File: config.mk
export PLATFORM = sky130hd
export DESIGN_NAME = sar_adc_sequencer
export DESIGN_NICKNAME = d
export VERILOG_FILES = /design/src/rtl/sar_adc_pkg.sv /design/src/rtl/sar_adc_sequencer.sv
export SDC_FILE = /design/constraint.sdc
export NUM_CORES = 1
export LEC_CHECK = 0
export BUFFER_PORTS_ARGS = -buffer_cell sky130_fd_sc_hd__buf_2
export CAP_MARGIN = 25
export CORE_MARGIN = 4
export CORE_UTILIZATION = 40
export CTS_CLUSTER_DIAMETER = 80
export CTS_CLUSTER_SIZE = 28
export DETAILED_ROUTE_END_ITERATION = 10
export HOLD_SLACK_MARGIN = 0.12
export PLACE_DENSITY = 0.74
export SYNTH_ARGS = -nofsm -noshare
export SYNTH_HDL_FRONTEND = slang
export SYNTH_SLANG_ARGS = --single-unit
File: constraint.sdc
create_clock -name ref_clk -period 3.55 [get_ports ref_clk]
set_input_delay 0.355 -clock ref_clk [delete_from_list [all_inputs] [get_ports ref_clk]]
set_output_delay 0.355 -clock ref_clk [all_outputs]
set_load 0.1 [all_outputs]
File: src/rtl/sar_adc_pkg.sv
// Package with register map, field layout, reset values and state of the SAR converter sequencer.
package sar_adc_pkg;

  // Byte address of a register is four times its index.
  localparam int ADDR_W = 10;
  localparam logic [7:0] IDX_MODE = 8'hd2;
  localparam logic [7:0] IDX_RES_HI = 8'hd3;
  localparam logic [7:0] IDX_RES_LO = 8'hd4;
  localparam logic [7:0] IDX_REF = 8'hd5;
  localparam logic [7:0] IDX_PORT1 = 8'h9f;
  localparam logic [7:0] IDX_PORT2 = 8'hd6;
  localparam logic [7:0] IDX_PORT3 = 8'hd7;
  localparam logic [7:0] IDX_IRQ_STAT = 8'he0;
  localparam logic [7:0] IDX_IRQ_MASK = 8'he1;

  // Mode register fields.
  localparam int MODE_EN_BIT = 7;
  localparam int MODE_START_BIT = 6;
  localparam int MODE_EOC_BIT = 5;
  localparam int MODE_SRC_BIT = 4;
  localparam int MODE_CHS_LSB = 0;

  // Result low and clock register fields.
  localparam int LO_GLOBAL_CHANNEL_ENABLE_BIT = 6;
  localparam int LO_DIV_LSB = 4;
  localparam int LO_RES_LSB = 0;

  // Reference register fields.
  localparam int REF_EXT_BIT = 7;
  localparam int REF_PWM_BIT = 4;
  localparam int REF_VHS_LSB = 0;

  // Interrupt status and mask layout.
  localparam int IRQ_DONE_BIT = 0;
  localparam int IRQ_W = 1;

  // Reset values.
  localparam logic [7:0] RST_BYTE = 8'h00;
  localparam logic [3:0] RST_CHS = 4'h0;
  localparam logic [1:0] RST_DIV = 2'h0;
  localparam logic [2:0] RST_VHS = 3'h0;
  localparam logic [1:0] RST_PORT3 = 2'h0;
  localparam logic [11:0] RST_RESULT = 12'h000;

  // Clock rate codes and the source divide ratio of each.
  localparam logic [1:0] DIV_CODE_16 = 2'h0;
  localparam logic [1:0] DIV_CODE_8 = 2'h1;
  localparam logic [1:0] DIV_CODE_1 = 2'h2;
  localparam logic [1:0] DIV_CODE_2 = 2'h3;
  localparam int DIV_RATIO_16 = 16;
  localparam int DIV_RATIO_8 = 8;
  localparam int DIV_RATIO_1 = 1;
  localparam int DIV_RATIO_2 = 2;

  // Conversion length: periods of the divided clock, each of this many divided ticks.
  localparam int CONV_PERIODS = 16;
  localparam int CONV_QUARTER = 4;

  // Channel codes.
  localparam int NUM_EXT = 13;
  localparam logic [3:0] CHS_RESERVED = 4'hd;

  typedef enum logic [0:0] {
    ST_IDLE = 1'b0,
    ST_CONVERT = 1'b1
  } conv_state_t;

  typedef struct packed {
    conv_state_t state;
    logic enable;
    logic eoc;
    logic src_sel;
    logic [3:0] chs;
    logic [11:0] result;
    logic global_channel_enable;
    logic [1:0] div;
    logic ext_ref;
    logic pwm_trig;
    logic [2:0] vhs;
    logic [7:0] port1;
    logic [7:0] port2;
    logic [1:0] port3;
    logic [IRQ_W-1:0] irq_stat;
    logic [IRQ_W-1:0] irq_mask;
    logic irq;
    logic [3:0] pre_cnt;
    logic [1:0] qtr_cnt;
    logic [3:0] per_cnt;
    logic ack;
    logic waitreq;
    logic [31:0] rdata;
    logic [NUM_EXT-1:0] route;
    logic internal_sel;
  } adc_state_t;

endpackage

File: src/rtl/sar_adc_sequencer.sv
// Register file, conversion timer and result capture of the 12-bit SAR converter.
//
// Behaviour
// [RULE1] Conversion lasts sixteen periods of the divided clock divided by four.
// [RULE2] Mode bit 4 picks main oscillator at 0, low-speed oscillator at 1.
// [RULE3] Rate code 00 divides by 16, 01 by 8, 10 by 1, 11 by 2.
// [RULE4] Result bits 11..4 in high register, bits 3..0 in low nibble of second.
// [RULE5] Result registers are read-only; writes leave them unchanged.
// [RULE6] Result is the unsigned binary fraction n of 4096 of the high reference.
// [RULE7] Mode bit 7 enables the converter, resets to 0, software clears before stop.
// [RULE8] Writing 1 to start bit 6 begins conversion; hardware clears it at finish.
// [RULE9] End flag bit 5 is 0 while converting, set at finish, cleared by firmware.
// [RULE10] Channel codes 0..12 route external inputs, 13 reserved, others internal level.
// [RULE11] Software keeps the high reference off internal levels when internal channel used.
// [RULE12] Completion sets end flag, request flag and result; interrupt entry clears request.
// [RULE13] With PWM trigger enabled, conversions repeat while the PWM stays enabled.
// [RULE14] Global channel enable must be 1 to connect the chosen channel.
// [RULE15] External reference enable picks the pin, else the internal select field.
// [RULE16] Both result registers update in the cycle the end flag is set.
// [RULE17] Start while disabled or busy neither restarts nor corrupts a conversion.
//
// Implementation choice: the Avalon-MM interface to the registers.
`timescale 1ns/1ps
module sar_adc_sequencer (
  input wire logic ref_clk,
  input wire logic rst,
  input wire logic clk_en,
  input wire logic [sar_adc_pkg::ADDR_W-1:0] avs_address,
  input wire logic avs_read,
  input wire logic avs_write,
  input wire logic [31:0] avs_writedata,
  input wire logic [3:0] avs_byteenable,
  output logic [31:0] avs_readdata,
  output logic avs_waitrequest,
  input wire logic osc_tick,
  input wire logic losc_tick,
  input wire logic pwm_enable,
  input wire logic [11:0] sar_code,
  input wire logic irq_ack,
  output logic irq,
  output logic converter_power,
  output logic sar_sample,
  output logic [sar_adc_pkg::NUM_EXT-1:0] ext_channel_sel,
  output logic internal_level_channel,
  output logic external_reference_enable,
  output logic [2:0] internal_reference_select,
  output logic [7:0] port1_analog_only,
  output logic [7:0] port2_analog_only,
  output logic [1:0] port3_analog_only
);

  localparam logic [1:0] QTR_LAST = 2'(sar_adc_pkg::CONV_QUARTER - 1);
  localparam logic [3:0] PER_LAST = 4'(sar_adc_pkg::CONV_PERIODS - 1);
  localparam int IRQ_W_M1 = sar_adc_pkg::IRQ_W - 1;

  sar_adc_pkg::adc_state_t s_q;
  sar_adc_pkg::adc_state_t s_d;

  // Last prescaler count for each rate code; the prescaler wraps there.
  function automatic logic [3:0] div_last(input logic [1:0] code);
    logic [3:0] r;
    r = 4'h0;
    unique case (code)
      sar_adc_pkg::DIV_CODE_16: r = 4'(sar_adc_pkg::DIV_RATIO_16 - 1); // [RULE3]
      sar_adc_pkg::DIV_CODE_8: r = 4'(sar_adc_pkg::DIV_RATIO_8 - 1); // [RULE3]
      sar_adc_pkg::DIV_CODE_1: r = 4'(sar_adc_pkg::DIV_RATIO_1 - 1); // [RULE3]
      sar_adc_pkg::DIV_CODE_2: r = 4'(sar_adc_pkg::DIV_RATIO_2 - 1); // [RULE3]
    endcase
    return r;
  endfunction

  // One-hot external input select; nothing is connected without the global enable.
  function automatic logic [sar_adc_pkg::NUM_EXT-1:0] ext_route(input logic [3:0] chs, input logic on);
    logic [sar_adc_pkg::NUM_EXT-1:0] r;
    r = '0;
    for (int i = 0; i < sar_adc_pkg::NUM_EXT; i++) begin
      r[i] = on && (chs == 4'(i)); // [RULE10] [RULE14]
    end
    return r;
  endfunction

  // Codes above the reserved one select the internal level channel.
  function automatic logic is_internal(input logic [3:0] chs);
    return chs > sar_adc_pkg::CHS_RESERVED; // [RULE10]
  endfunction

  // Read view of every mapped register; reserved bits and unmapped indices read zero.
  function automatic logic [7:0] rd_byte(input logic [7:0] idx, input sar_adc_pkg::adc_state_t s);
    logic [7:0] b;
    b = 8'h00;
    unique case (idx)
      sar_adc_pkg::IDX_MODE: begin
        b[sar_adc_pkg::MODE_EN_BIT] = s.enable;
        b[sar_adc_pkg::MODE_START_BIT] = (s.state == sar_adc_pkg::ST_CONVERT); // [RULE8]
        b[sar_adc_pkg::MODE_EOC_BIT] = s.eoc; // [RULE9]
        b[sar_adc_pkg::MODE_SRC_BIT] = s.src_sel;
        b[sar_adc_pkg::MODE_CHS_LSB +: 4] = s.chs;
      end
      sar_adc_pkg::IDX_RES_HI: b = s.result[11:4]; // [RULE4]
      sar_adc_pkg::IDX_RES_LO: begin
        b[sar_adc_pkg::LO_GLOBAL_CHANNEL_ENABLE_BIT] = s.global_channel_enable;
        b[sar_adc_pkg::LO_DIV_LSB +: 2] = s.div;
        b[sar_adc_pkg::LO_RES_LSB +: 4] = s.result[3:0]; // [RULE4]
      end
      sar_adc_pkg::IDX_REF: begin
        b[sar_adc_pkg::REF_EXT_BIT] = s.ext_ref;
        b[sar_adc_pkg::REF_PWM_BIT] = s.pwm_trig;
        b[sar_adc_pkg::REF_VHS_LSB +: 3] = s.vhs;
      end
      sar_adc_pkg::IDX_PORT1: b = s.port1;
      sar_adc_pkg::IDX_PORT2: b = s.port2;
      sar_adc_pkg::IDX_PORT3: b[1:0] = s.port3;
      sar_adc_pkg::IDX_IRQ_STAT: b[IRQ_W_M1:0] = s.irq_stat;
      sar_adc_pkg::IDX_IRQ_MASK: b[IRQ_W_M1:0] = s.irq_mask;
      default: b = 8'h00;
    endcase
    return b;
  endfunction

  always_comb begin
    logic [7:0] idx;
    logic [7:0] wd;
    logic req;
    logic wr;
    logic start_req;
    logic src_tick;
    logic done;
    logic stat_clr;
    idx = avs_address[9:2];
    wd = avs_writedata[7:0];
    req = (avs_read || avs_write) && !s_q.ack;
    wr = req && avs_write && avs_byteenable[0];
    start_req = 1'b0;
    src_tick = 1'b0;
    done = 1'b0;
    stat_clr = 1'b0;
    s_d = s_q;

    // Every request is answered one cycle after it is seen; the ack flop keeps a
    // held request from being taken twice while the master releases it.
    s_d.ack = req;
    s_d.waitreq = !req;
    if (req && avs_read) begin
      s_d.rdata = {24'h000000, rd_byte(idx, s_q)};
      stat_clr = (idx == sar_adc_pkg::IDX_IRQ_STAT);
    end

    if (wr) begin
      unique case (idx)
        sar_adc_pkg::IDX_MODE: begin
          s_d.enable = wd[sar_adc_pkg::MODE_EN_BIT]; // [RULE7]
          s_d.eoc = wd[sar_adc_pkg::MODE_EOC_BIT]; // [RULE9]
          s_d.src_sel = wd[sar_adc_pkg::MODE_SRC_BIT];
          s_d.chs = wd[sar_adc_pkg::MODE_CHS_LSB +: 4];
          start_req = wd[sar_adc_pkg::MODE_START_BIT]; // [RULE8]
        end
        sar_adc_pkg::IDX_RES_LO: begin
          // The result nibble in this register is not writable.
          s_d.global_channel_enable = wd[sar_adc_pkg::LO_GLOBAL_CHANNEL_ENABLE_BIT]; // [RULE14]
          s_d.div = wd[sar_adc_pkg::LO_DIV_LSB +: 2]; // [RULE3]
        end
        sar_adc_pkg::IDX_REF: begin
          s_d.ext_ref = wd[sar_adc_pkg::REF_EXT_BIT]; // [RULE15]
          s_d.pwm_trig = wd[sar_adc_pkg::REF_PWM_BIT]; // [RULE13]
          s_d.vhs = wd[sar_adc_pkg::REF_VHS_LSB +: 3]; // [RULE15]
        end
        sar_adc_pkg::IDX_PORT1: s_d.port1 = wd;
        sar_adc_pkg::IDX_PORT2: s_d.port2 = wd;
        sar_adc_pkg::IDX_PORT3: s_d.port3 = wd[1:0];
        sar_adc_pkg::IDX_IRQ_MASK: s_d.irq_mask = wd[IRQ_W_M1:0];
        default: s_d.rdata = s_q.rdata; // [RULE5]
      endcase
    end

    // Clearing the enable abandons a running conversion; no result is produced.
    if (!s_d.enable) begin
      s_d.state = sar_adc_pkg::ST_IDLE; // [RULE7]
    end

    // A start is only taken when enabled and idle, so a second write of the start
    // bit cannot reset the timer of a conversion already under way.
    if (s_d.enable && s_q.state == sar_adc_pkg::ST_IDLE &&
        (start_req || (s_d.pwm_trig && pwm_enable))) begin // [RULE17] [RULE13]
      s_d.state = sar_adc_pkg::ST_CONVERT; // [RULE8]
      s_d.eoc = 1'b0; // [RULE9]
      s_d.pre_cnt = 4'h0;
      s_d.qtr_cnt = 2'h0;
      s_d.per_cnt = 4'h0;
    end

    // The converter clock is the chosen oscillator tick, divided by the rate code,
    // then by four; sixteen such periods make one conversion.
    src_tick = s_q.src_sel ? losc_tick : osc_tick; // [RULE2]
    if (s_q.state == sar_adc_pkg::ST_CONVERT && s_d.state == sar_adc_pkg::ST_CONVERT && src_tick) begin
      if (s_q.pre_cnt >= div_last(s_q.div)) begin // [RULE3]
        s_d.pre_cnt = 4'h0;
        s_d.qtr_cnt = s_q.qtr_cnt + 2'h1;
        if (s_q.qtr_cnt == QTR_LAST) begin // [RULE1]
          s_d.qtr_cnt = 2'h0;
          s_d.per_cnt = s_q.per_cnt + 4'h1;
          done = (s_q.per_cnt == PER_LAST); // [RULE1]
        end
      end else begin
        s_d.pre_cnt = s_q.pre_cnt + 4'h1;
      end
    end

    // Completion: both result bytes and the end flag change on the same edge, and
    // the hardware set overrides a software clear of the flag in that cycle.
    if (done) begin
      s_d.state = sar_adc_pkg::ST_IDLE; // [RULE8]
      s_d.result = sar_code; // [RULE6] [RULE16] [RULE12]
      s_d.eoc = 1'b1; // [RULE9] [RULE12]
      s_d.per_cnt = 4'h0;
    end

    // Request flag: cleared by a status read or by interrupt entry, set wins.
    if (stat_clr) begin
      s_d.irq_stat = '0;
    end
    if (irq_ack) begin
      s_d.irq_stat[sar_adc_pkg::IRQ_DONE_BIT] = 1'b0; // [RULE12]
    end
    if (done) begin
      s_d.irq_stat[sar_adc_pkg::IRQ_DONE_BIT] = 1'b1; // [RULE12]
    end
    s_d.irq = |(s_d.irq_stat & s_d.irq_mask); // [RULE12]

    // Analog routing follows the registered configuration.
    s_d.route = ext_route(s_d.chs, s_d.global_channel_enable); // [RULE10] [RULE14]
    s_d.internal_sel = s_d.global_channel_enable && is_internal(s_d.chs); // [RULE10] [RULE14]
  end

  // The result is cleared at reset only for determinism; software must treat it as
  // meaningless until the end flag is first set.
  always_ff @(posedge ref_clk) begin
    if (rst) begin
      s_q.state <= sar_adc_pkg::ST_IDLE;
      s_q.enable <= 1'b0; // [RULE7]
      s_q.eoc <= 1'b0;
      s_q.src_sel <= 1'b0;
      s_q.chs <= sar_adc_pkg::RST_CHS;
      s_q.result <= sar_adc_pkg::RST_RESULT; // [RULE5]
      s_q.global_channel_enable <= 1'b0;
      s_q.div <= sar_adc_pkg::RST_DIV;
      s_q.ext_ref <= 1'b0;
      s_q.pwm_trig <= 1'b0;
      s_q.vhs <= sar_adc_pkg::RST_VHS;
      s_q.port1 <= sar_adc_pkg::RST_BYTE;
      s_q.port2 <= sar_adc_pkg::RST_BYTE;
      s_q.port3 <= sar_adc_pkg::RST_PORT3;
      s_q.irq_stat <= '0;
      s_q.irq_mask <= '0;
      s_q.irq <= 1'b0;
      s_q.pre_cnt <= 4'h0;
      s_q.qtr_cnt <= 2'h0;
      s_q.per_cnt <= 4'h0;
      s_q.ack <= 1'b0;
      s_q.waitreq <= 1'b1;
      s_q.rdata <= 32'h00000000;
      s_q.route <= '0;
      s_q.internal_sel <= 1'b0;
    end else if (clk_en) begin
      s_q <= s_d;
    end
  end

  assign avs_readdata = s_q.rdata;
  assign avs_waitrequest = s_q.waitreq;
  assign irq = s_q.irq;
  assign converter_power = s_q.enable; // [RULE7]
  assign sar_sample = (s_q.state == sar_adc_pkg::ST_CONVERT);
  assign ext_channel_sel = s_q.route;
  assign internal_level_channel = s_q.internal_sel;
  assign external_reference_enable = s_q.ext_ref; // [RULE15]
  assign internal_reference_select = s_q.vhs; // [RULE15]
  assign port1_analog_only = s_q.port1;
  assign port2_analog_only = s_q.port2;
  assign port3_analog_only = s_q.port3;

endmodule

Word level (Yosys, flattened, before mapping)
Index checks and enable logic that the tools add are counted.
Word-level totals
  logic and storage cells: 145
  input bits: 67
  register bits after elaboration: 107
  output and inout bits: 72
Operators by class
  $lt $le $gt $ge: 2
  reductions and logical operators: 43
  add/sub/neg operators: 3
  mux-type cells: 43
  eq/ne operators: 27
  bitwise logic cells: 2
Operators by type and width (number)
  32-bit 2-to-1 mux: 3
  8-bit == test (second input constant): 9
  26-bit 2-to-1 mux: 1
  4-bit == test (second input constant): 6
  1-bit logical AND: 23
  3-bit AND reduction: 7
  10-bit 2-to-1 mux: 2
  1-bit 2-to-1 mux: 17
  4-bit by 3-bit == test with 1-bit output (second input constant): 4
  8-bit 2-to-1 mux: 2
  4-bit one-hot mux with 4 select lines: 1
  7-bit 2-to-1 mux: 2
  4-bit 2-to-1 mux: 3
  6-bit 2-to-1 mux: 2
  1-bit one-hot mux with 6 select lines: 2
  1-bit one-hot mux with 5 select lines: 2
  2-bit one-hot mux with 5 select lines: 1
  1-bit one-hot mux with 9 select lines: 1
  4-bit by 1-bit adder with 4-bit output (second input constant): 2
  4-bit by 2-bit == test with 1-bit output (second input constant): 2
  1-bit one-hot mux with 7 select lines: 1
  7-bit OR reduction: 1
  2-bit == test (second input constant): 3
  2-bit AND reduction: 3
  other kinds (17): 20

Depth between registers and ports, before layout
Gate-level depths: netlist of run 1.
  depth after elaboration: 17
  gate-level depth with buffers: 9
  gate-level depth less buffers: 8

Worst setup path before layout of run 1
Ideal clock, no wire load.
  path type: reg2reg
  start: register s_q (netlist bit sar_sample)
  end: register s_q[95] (netlist bit)
  setup slack: 1.141 ns
  library setup time: 0.128 ns
  clock period less this slack: 2.409 ns
  data arrival time: 2.281 ns
  required time: 3.422 ns
  cell stages (with the launch flop): 7
  buffers on the path: 1
  cell sequence: dfxtp_1 -> nor2b_1 -> nand2_1 -> and4bb_2 -> buf_2 -> mux2i_1 -> nor2_1
On the way
  word-level cells in the longest chain between the ends: 8
  elaborated cells between the ends (all ways): 9
  classes of those cells: 3 x mux; 1 x bitwise; 5 x reduce/logical
Ends and longest elaborated chain
  from (decl): line sar_adc_sequencer.sv:56  | sar_adc_pkg::adc_state_t s_q;
  1-bit inverter: line sar_adc_sequencer.sv:182  | if (s_d.enable && s_q.state == sar_adc_pkg::ST_IDLE &&
  1-bit logical AND (2 in a row): line sar_adc_sequencer.sv:182
  1-bit 2-to-1 mux: line sar_adc_sequencer.sv:182
  1-bit logical AND (*) (2 in a row): line sar_adc_sequencer.sv:194  | if (s_q.state == sar_adc_pkg::ST_CONVERT && s_d.state == sar_adc_pkg::ST_CONVERT && src_tick) begin
  1-bit 2-to-1 mux (*): line sar_adc_sequencer.sv:194
  2-bit AND reduction (no source line) (*)
Every way passes the cells marked *; elsewhere a longest branch is shown, timed or not.
A chain may end at the register's enable or synchronous reset.

Final worst setup path of run 1
  start: register s_q[85] (netlist bit)
  end: register s_q[92] (netlist bit)
On the way
  word-level cells in the longest chain between the ends: 7
  elaborated cells between the ends (all ways): 10
  classes of those cells: 1 x order compare; 3 x eq/ne; 4 x mux; 2 x reduce/logical
Ends and longest elaborated chain
  2-bit == test (tied with other cells): line sar_adc_sequencer.sv:63  | unique case (code)
  4-bit one-hot mux with 4 select lines (*): line sar_adc_sequencer.sv:63
  4-bit 2-to-1 mux (*): line sar_adc_sequencer.sv:194
  4-bit >= comparator (*): line sar_adc_sequencer.sv:195  | if (s_q.pre_cnt >= div_last(s_q.div)) begin
  1-bit 2-to-1 mux (*): line sar_adc_sequencer.sv:195
  1-bit 2-to-1 mux (*): line sar_adc_sequencer.sv:194
  2-bit AND reduction (no source line) (*)
Every way passes the cells marked *; elsewhere a longest branch is shown, timed or not. The select of a mux whose other input is x is not followed.

==> results of run 1 <==
## per-layer routing
layer | track usage, % | routed length, microns
met4 | 7.75 | 367
met3 | 4.00 | 967
met2 | 29.7 | 5690
met1 | 22.2 | 5040
met5 | 0 | 0
## through the flow
step | std cells | utilization (%) | area (sq um) | setup WS [ns]
2_1_floorplan | 563 | - | 4670 | 1.14
3_3_place_gp | 690 | 42.1 | 4640 | 0.954
3_5_place_dp | 690 | 42.1 | 4640 | 0.881
4_1_cts | 706 | 45.0 | 4970 | 0.984
5_1_grt | 706 | 45.0 | 4970 | 0.789
6_report | 706 | 45.0 | 4970 | 0.976
## flip-flops by register name, indices dropped and copies added (netlist names)
| register | cells |
|---|---|
| internal_level_channel | 1 |
| s_q | 35 |
| port3_analog_only | 2 |
| converter_power | 1 |
| port2_analog_only | 8 |
| sar_sample | 1 |
| irq | 1 |
| avs_waitrequest | 1 |
| internal_reference_select | 3 |
| port1_analog_only | 8 |
| ext_channel_sel | 13 |
| avs_readdata | 8 |
| external_reference_enable | 1 |
## placed cells by master (no fill, tap or decap), types with 7 or more instances in the layout
| cell type | n |
|---|---|
| clkbuf_16 | 9 |
| conb_1 | 24 |
| nand2_1 | 50 |
| nand2b_1 | 9 |
| inv_1 | 7 |
| mux2i_1 | 41 |
| ha_1 | 7 |
| a311oi_1 | 7 |
| and2_1 | 8 |
| o2bb2ai_1 | 7 |
| nor2_1 | 49 |
| a31oi_1 | 10 |
| nand3_1 | 24 |
| dfxtp_1 | 83 |
| nor2b_1 | 7 |
| buf_2 | 85 |
| o21ai_0 | 18 |
| a21oi_1 | 32 |
## cell families (layout without fill, tap and decap cells)
group	after synthesis	in the layout	synth area share, %
AND/OR/NAND/NOR	191	191	21.5
other	1	24	0.0818
multiplexers	46	46	10.3
AO/OA/AOI/OAI	105	105	15.3
buffers and inverters	107	110	14.7
adder cells (fa/ha/maj)	7	7	1.91
flip-flops	83	83	36.2
## layout make-up
cell class              count  area share [%]
clock buffers              11            4.89
multi-input cells         373            47.0
repair buffers             87            8.87
inverters                   7           0.529
flip-flops and latches     83            33.5
well taps                 140            3.53
clock inverters             5            1.71
## power by group through the flow
| stage | clock network, mW | logic [mW] | registers [mW] |
|---|---|---|---|
| 5_1_grt | 1.06 | 0.275 | 0.943 |
| 4_1_cts | 1.03 | 0.261 | 0.942 |
| 2_1_floorplan | 0 | 0.232 | 0.968 |
| 3_5_place_dp | 0 | 0.261 | 0.963 |
| 3_3_place_gp | 0 | 0.257 | 0.963 |
| 6_report | 1.02 | 0.263 | 0.942 |
## worst max path at each step
stage                         startpoint       to  slack [ns]  depth (start not counted)
after global routing             s_q[85]  s_q[97]        0.79                          7
after floorplan               sar_sample  s_q[95]        1.14                          6
final                            s_q[85]  s_q[92]        0.98                          7
after detailed placement  avs_address[2]  s_q[92]        0.88                          7
after global placement    avs_address[2]  s_q[92]        0.95                          7
after CTS                        s_q[85]  s_q[92]        0.98                          7
## tightest hold or removal path, delay by kind of cell
kind,cells,cell delay [ns]
buffers and inverters,1,0.08
and+or+nand+nor,1,0.07
muxes,1,0.05
==> metrics.txt, run 1 <==
hold bufs inserted after CTS 0; Yosys top cell area share 36.2%; Port Buffers between 80 and 90; Worst R2R Start s_q[85]; crit-path max FO 12; vias per cell 5.58; Root Buffer clkbuf_16; Fin Setup TNS 0 ns; ys flop type dfxtp_1; Slew @ Worst Pin 0.795 ns; Slowest cell on crit path and4bb_2; peak per-stage delay on the critical path between 0.6 and 0.7 ns; first-pass GRT wire length 18900 microns; crit path cell chain or2_2, ha_1, nand2_1, o21ai_0, and4bb_2, mux2i_1, nor2_1; Worst Setup End Kind flop; Clk pwr share a little under half; DRT Pass-1 Iters 5; antenna violations before repair 0; grt ovf 0; path depth of the worst reg2reg path 7; worst hold slack 0.258 ns; Initial DRC Count 293; drt wl/cell 17.1 microns; maximum VDD drop between 300 and 400 uV; die area 0.0132 sq mm; area used by multi-input combinational logic around 0.0023 sq mm; RSZ-0062 raised after global routing no; sequential fraction of the synthesis area 36.2%; CTS tree yes; combinational group share of total power about an eighth; GPL Wtd Cong 0.880; Slew headroom 47.0%; WS Path Type flop to flop; sequential share of power a little over two fifths; Worst Skew 0.00568 ns; Clk pin slew, worst setup/hold paths around 0.060 ns; power per standard cell area about 450 mW/mm^2; Async S/R FF share, synth 0%; reg-to-reg endpoint s_q[92]; WL final roughly 12000 microns; Synth Instances 540; Max Cap Viol 0; Ant. Diodes 0; synth warn 0; Fillers between 1000 and 1500; Avg Synthesized Cell Area 8.49 sq um; Hold Path Sink s_q[98]; Worst Path Buf+Inv 0; storage element area between 0.0015 and 0.002 sq mm; DR vias slightly below 4000; Netlist Area Pre-Place around 0.0046 sq mm; Tcrit/Tclk final slightly above 70%; vias in the first global route 3773; Pwr Total roughly 2.2 mW; reg2reg setup slack 0.98 ns; Final Hold Viols 0; fraction of layout cells with a size suffix above 1 approximately a fifth; Tmin final 2.57 ns; crit path DAT ~2.8 ns; synth cell count leaders dfxtp_1, buf_4, nand2_1; Final ANT Viol Nets 0; post-synth top area cell dfxtp_1; # nets final approximately 640; Cell Rows 38; maximum clock path buffer count 2; area added between synthesis and finish 8.32%; leakage power 2.08 nW; CP required 3.74 ns; drt drc 0; worst hold start sar_code[11]; Final Max Tran Viols 0; Clock Latency Late Sink roughly 0.33 ns; Top Family by Delay on Critical Path simple AND/OR/NAND/NOR gates; CTS sink count 83; Core Footprint roughly 0.011 sq mm; switching portion of total power about 27%; post-cts sizing count 0; WHS Path Cells 3; setup-violating endpoint count in the final report 0; Internal Power approximately 1.6 mW; Synth Register Bits between 80 and 90; # IOs 139; Tightest Hold Check Type input port to flop; largest net degree at the start of global routing between 40 and 50; fmax 388 MHz; number of flops mapped to enable cells by yosys 0; Area contributors post-synth dfxtp_1, buf_4, mux2i_1; post-CTS setup buffers 0; die height between 100 and 150 microns; CP Launch Type flop; status finished clean; gr usage total between 10% and 20%; count leader, synth dfxtp_1; synth unique cells 52; Psw slightly above 0.6 mW; CTS buffer count 9; die width 115 microns; post-DP HPWL about 9000 microns; Initial Util between 40% and 50%; Max H-tree Level 3
Note: power is estimated with default switching activity, not from simulation.
==> run 2, diff against run 1 <==
- ABC_AREA: unset -> 1
- clock period: 3.55 -> 2.46 ns (I/O delays scaled with it)
==> run 2 against run 1 <==
  * Sequential share of layout area fell by 0.83 points
  * Sequential cell count did not move
  * Area after synthesis rose by 0.52%
  * Synthesized cell count rose by 22%
  * Clock power rose by 46%
  * Hold slack got worse by 0.093 ns
  * Via count rose by 6.3%
==> metrics.txt, run 2 <==
status finished clean; crit-path max FO 6; Max H-tree Level 3; post-cts sizing count 0; DRT Pass-1 Iters 5; leakage power ~2.4 nW; grt ovf 0; Slowest cell on crit path dfxtp_1; synth cell count leaders nand2_1, dfxtp_1, a21oi_1; Compound-Gate Fraction of Synth Area 17.6%; # nets final 774; Async S/R FF share, synth 0%; Worst Setup End Kind flop; die width 115 microns; CTS sink count 83; max reg flops 35; Tcrit/Tclk final about 87%; ys flop type dfxtp_1; path depth of the worst reg2reg path 14; power per standard cell area 643 mW/mm^2; Synth Instances 659; maximum clock path buffer count 2; RSZ-0062 raised after global routing no; GPL Wtd Cong about 0.92; vias in the first global route 3743; vias per cell a little under 5; largest register by flop count s_q; Worst Skew between 0.009 and 0.01 ns; antenna violations before repair 0; sequential fraction of the synthesis area around 36%; Clock Latency Late Sink 0.34 ns; Synth Area in Simple Gates between 20% and 30%; worst hold start sar_code[5]; drt wl/cell between 10 and 15 microns; Initial Util a little over two fifths; die area ~0.013 sq mm; worst hold slack roughly 0.16 ns; area added between synthesis and finish 10.5%; hold bufs inserted after CTS 0; Cell Rows 38; fmax 469 MHz; synth unique cells 40; maximum VDD drop 327 uV; WHS Path Cells 3; Yosys top cell area share 36.0%; Clk pin slew, worst setup/hold paths approximately 0.07 ns; post-synth top area cell dfxtp_1; Core Footprint approximately 0.011 sq mm; XOR/XNOR share of the synthesized area less than 1%; Area contributors post-synth dfxtp_1, nand2_1, buf_4; CTS tree yes; mux cell area share after synthesis 0.244%; Worst R2R Start s_q[85]; Final Max Tran Viols 0; Ant. Diodes 0; post-CTS setup buffers 0; combinational group share of total power 12.7%; Slew @ Worst Pin about 0.5 ns; Tmin final around 2.1 ns; die height about 120 microns; Critical path origin s_q[85]; Port Buffers 85; Final Hold Viols 0; Clk pwr share between 40% and 50%; CTS buffer count 9; largest net degree at the start of global routing 43; Synth Register Bits 83; WS Path Type flop to flop; drt drc 0; gr usage total roughly 18%; Avg Synthesized Cell Area 6.99 sq um; crit path DAT 2.34 ns; Adder-Cell Fraction of Synth Area approximately 1.9%; Root Buffer clkbuf_16; switching portion of total power between 20 and 30%; WL final between 10000 and 15000 microns; Internal Power 2.33 mW; sequential share of power between 40% and 50%; CP required around 2.7 ns; CP Launch Type flop; number of flops mapped to enable cells by yosys 0; peak per-stage delay on the critical path ~0.37 ns; post-DP HPWL 9040 microns; setup-violating endpoint count in the final report 0; synth warn 0; # IOs roughly 140; Max Cap Viol 0; most frequent cells in the layout nand2_1, buf_2, dfxtp_1, a21oi_1, inv_1; largest family of logic cells by synthesized area simple AND/OR/NAND/NOR gates; most common cell after layout, fill and taps aside nand2_1; crit path cell chain inv_1, nand2_1, ha_1, nand2_1, inv_1, nand3_1, nand3_1, nand2_1, inv_1, nand4_1, nand2_1, inv_1, nand3_1, a21oi_1; fraction of layout cells with a size suffix above 1 19.9%; Tightest Hold Check Type input port to flop; Slew headroom between 60% and 70%; Final Util between 40% and 50%; Fin Setup TNS 0 ns; Final ANT Viol Nets 0; Netlist Area Pre-Place around 0.0046 sq mm; Psw 0.943 mW; DR vias between 4000 and 5000; count leader, synth nand2_1; Initial DRC Count roughly 270; first-pass GRT wire length around 18000 microns
[run 2: cell count changes after synthesis, moves of 25 or more]
cell,before,now
a21oi_1,32,79
nand2_1,50,139
inv_1,7,62
o21ai_0,18,43
mux2i_1,41,0
[run 2: metal layers]
metal  global-route usage [%]  part of all wire (%)  up-vias
met4                     6.18                   1.8        0
met5                        0                     0        -
met3                     3.79                   7.6       19
met1                     23.7                    45     1893
met2                     27.8                    46      137
li1                         -                     -     2142
[run 2: power by group through the flow]
stage          logic, mW  clock network, mW  registers [mW]
5_1_grt            0.439               1.56            1.37
6_report           0.416               1.49            1.37
4_1_cts            0.415               1.51            1.37
3_3_place_gp       0.412                  0            1.40
2_1_floorplan      0.353                  0            1.41
3_5_place_dp       0.414                  0            1.40
[run 2: final timing paths]
kind / end / slack, ns
worst max register to register: s_q[48] / 0.33
worst min-delay path: s_q[92] / 0.16
worst min register to register: s_q[94] / 0.46
worst max-delay path: s_q[48] / 0.33
[run 2: kinds of logic after synthesis]
logic type,Yosys count
buf+inv,156
compound gates,151
simple gates,256
flops,83
xor+xnor,4
fa+ha+maj,7
mux,1
other cells,1
[run 2: layout make-up]
class                      instances  area (sq um)
fill                            1127          5980
multi-input combinational        443          2170
sequential                        83          1660
timing repair buffer              94           493
inverter                          69           260
clock buffer                       9           225
tap                              140           175
clock inverter                     7           105
[run 2: through the flow]
step	instance area (sq um)	power, mW	instances	worst slack [ns]
CTS	5090	3.29	845	0.343
detailed placement	4760	1.81	829	0.390
finish	5090	3.27	845	0.330
floorplan	4700	1.76	682	0.423
global route	5090	3.37	845	0.0482
global placement	4760	1.81	829	0.444
[run 2: worst max-delay path: cells and delay by family (launching register included)]
family                     cells  cell delay, ns
AOI/OAI and AO/OA              1            0.06
DFF                            1            0.37
and+or+nand+nor                8            0.97
adders and majority gates      1            0.29
buffers and inverters          4            0.31
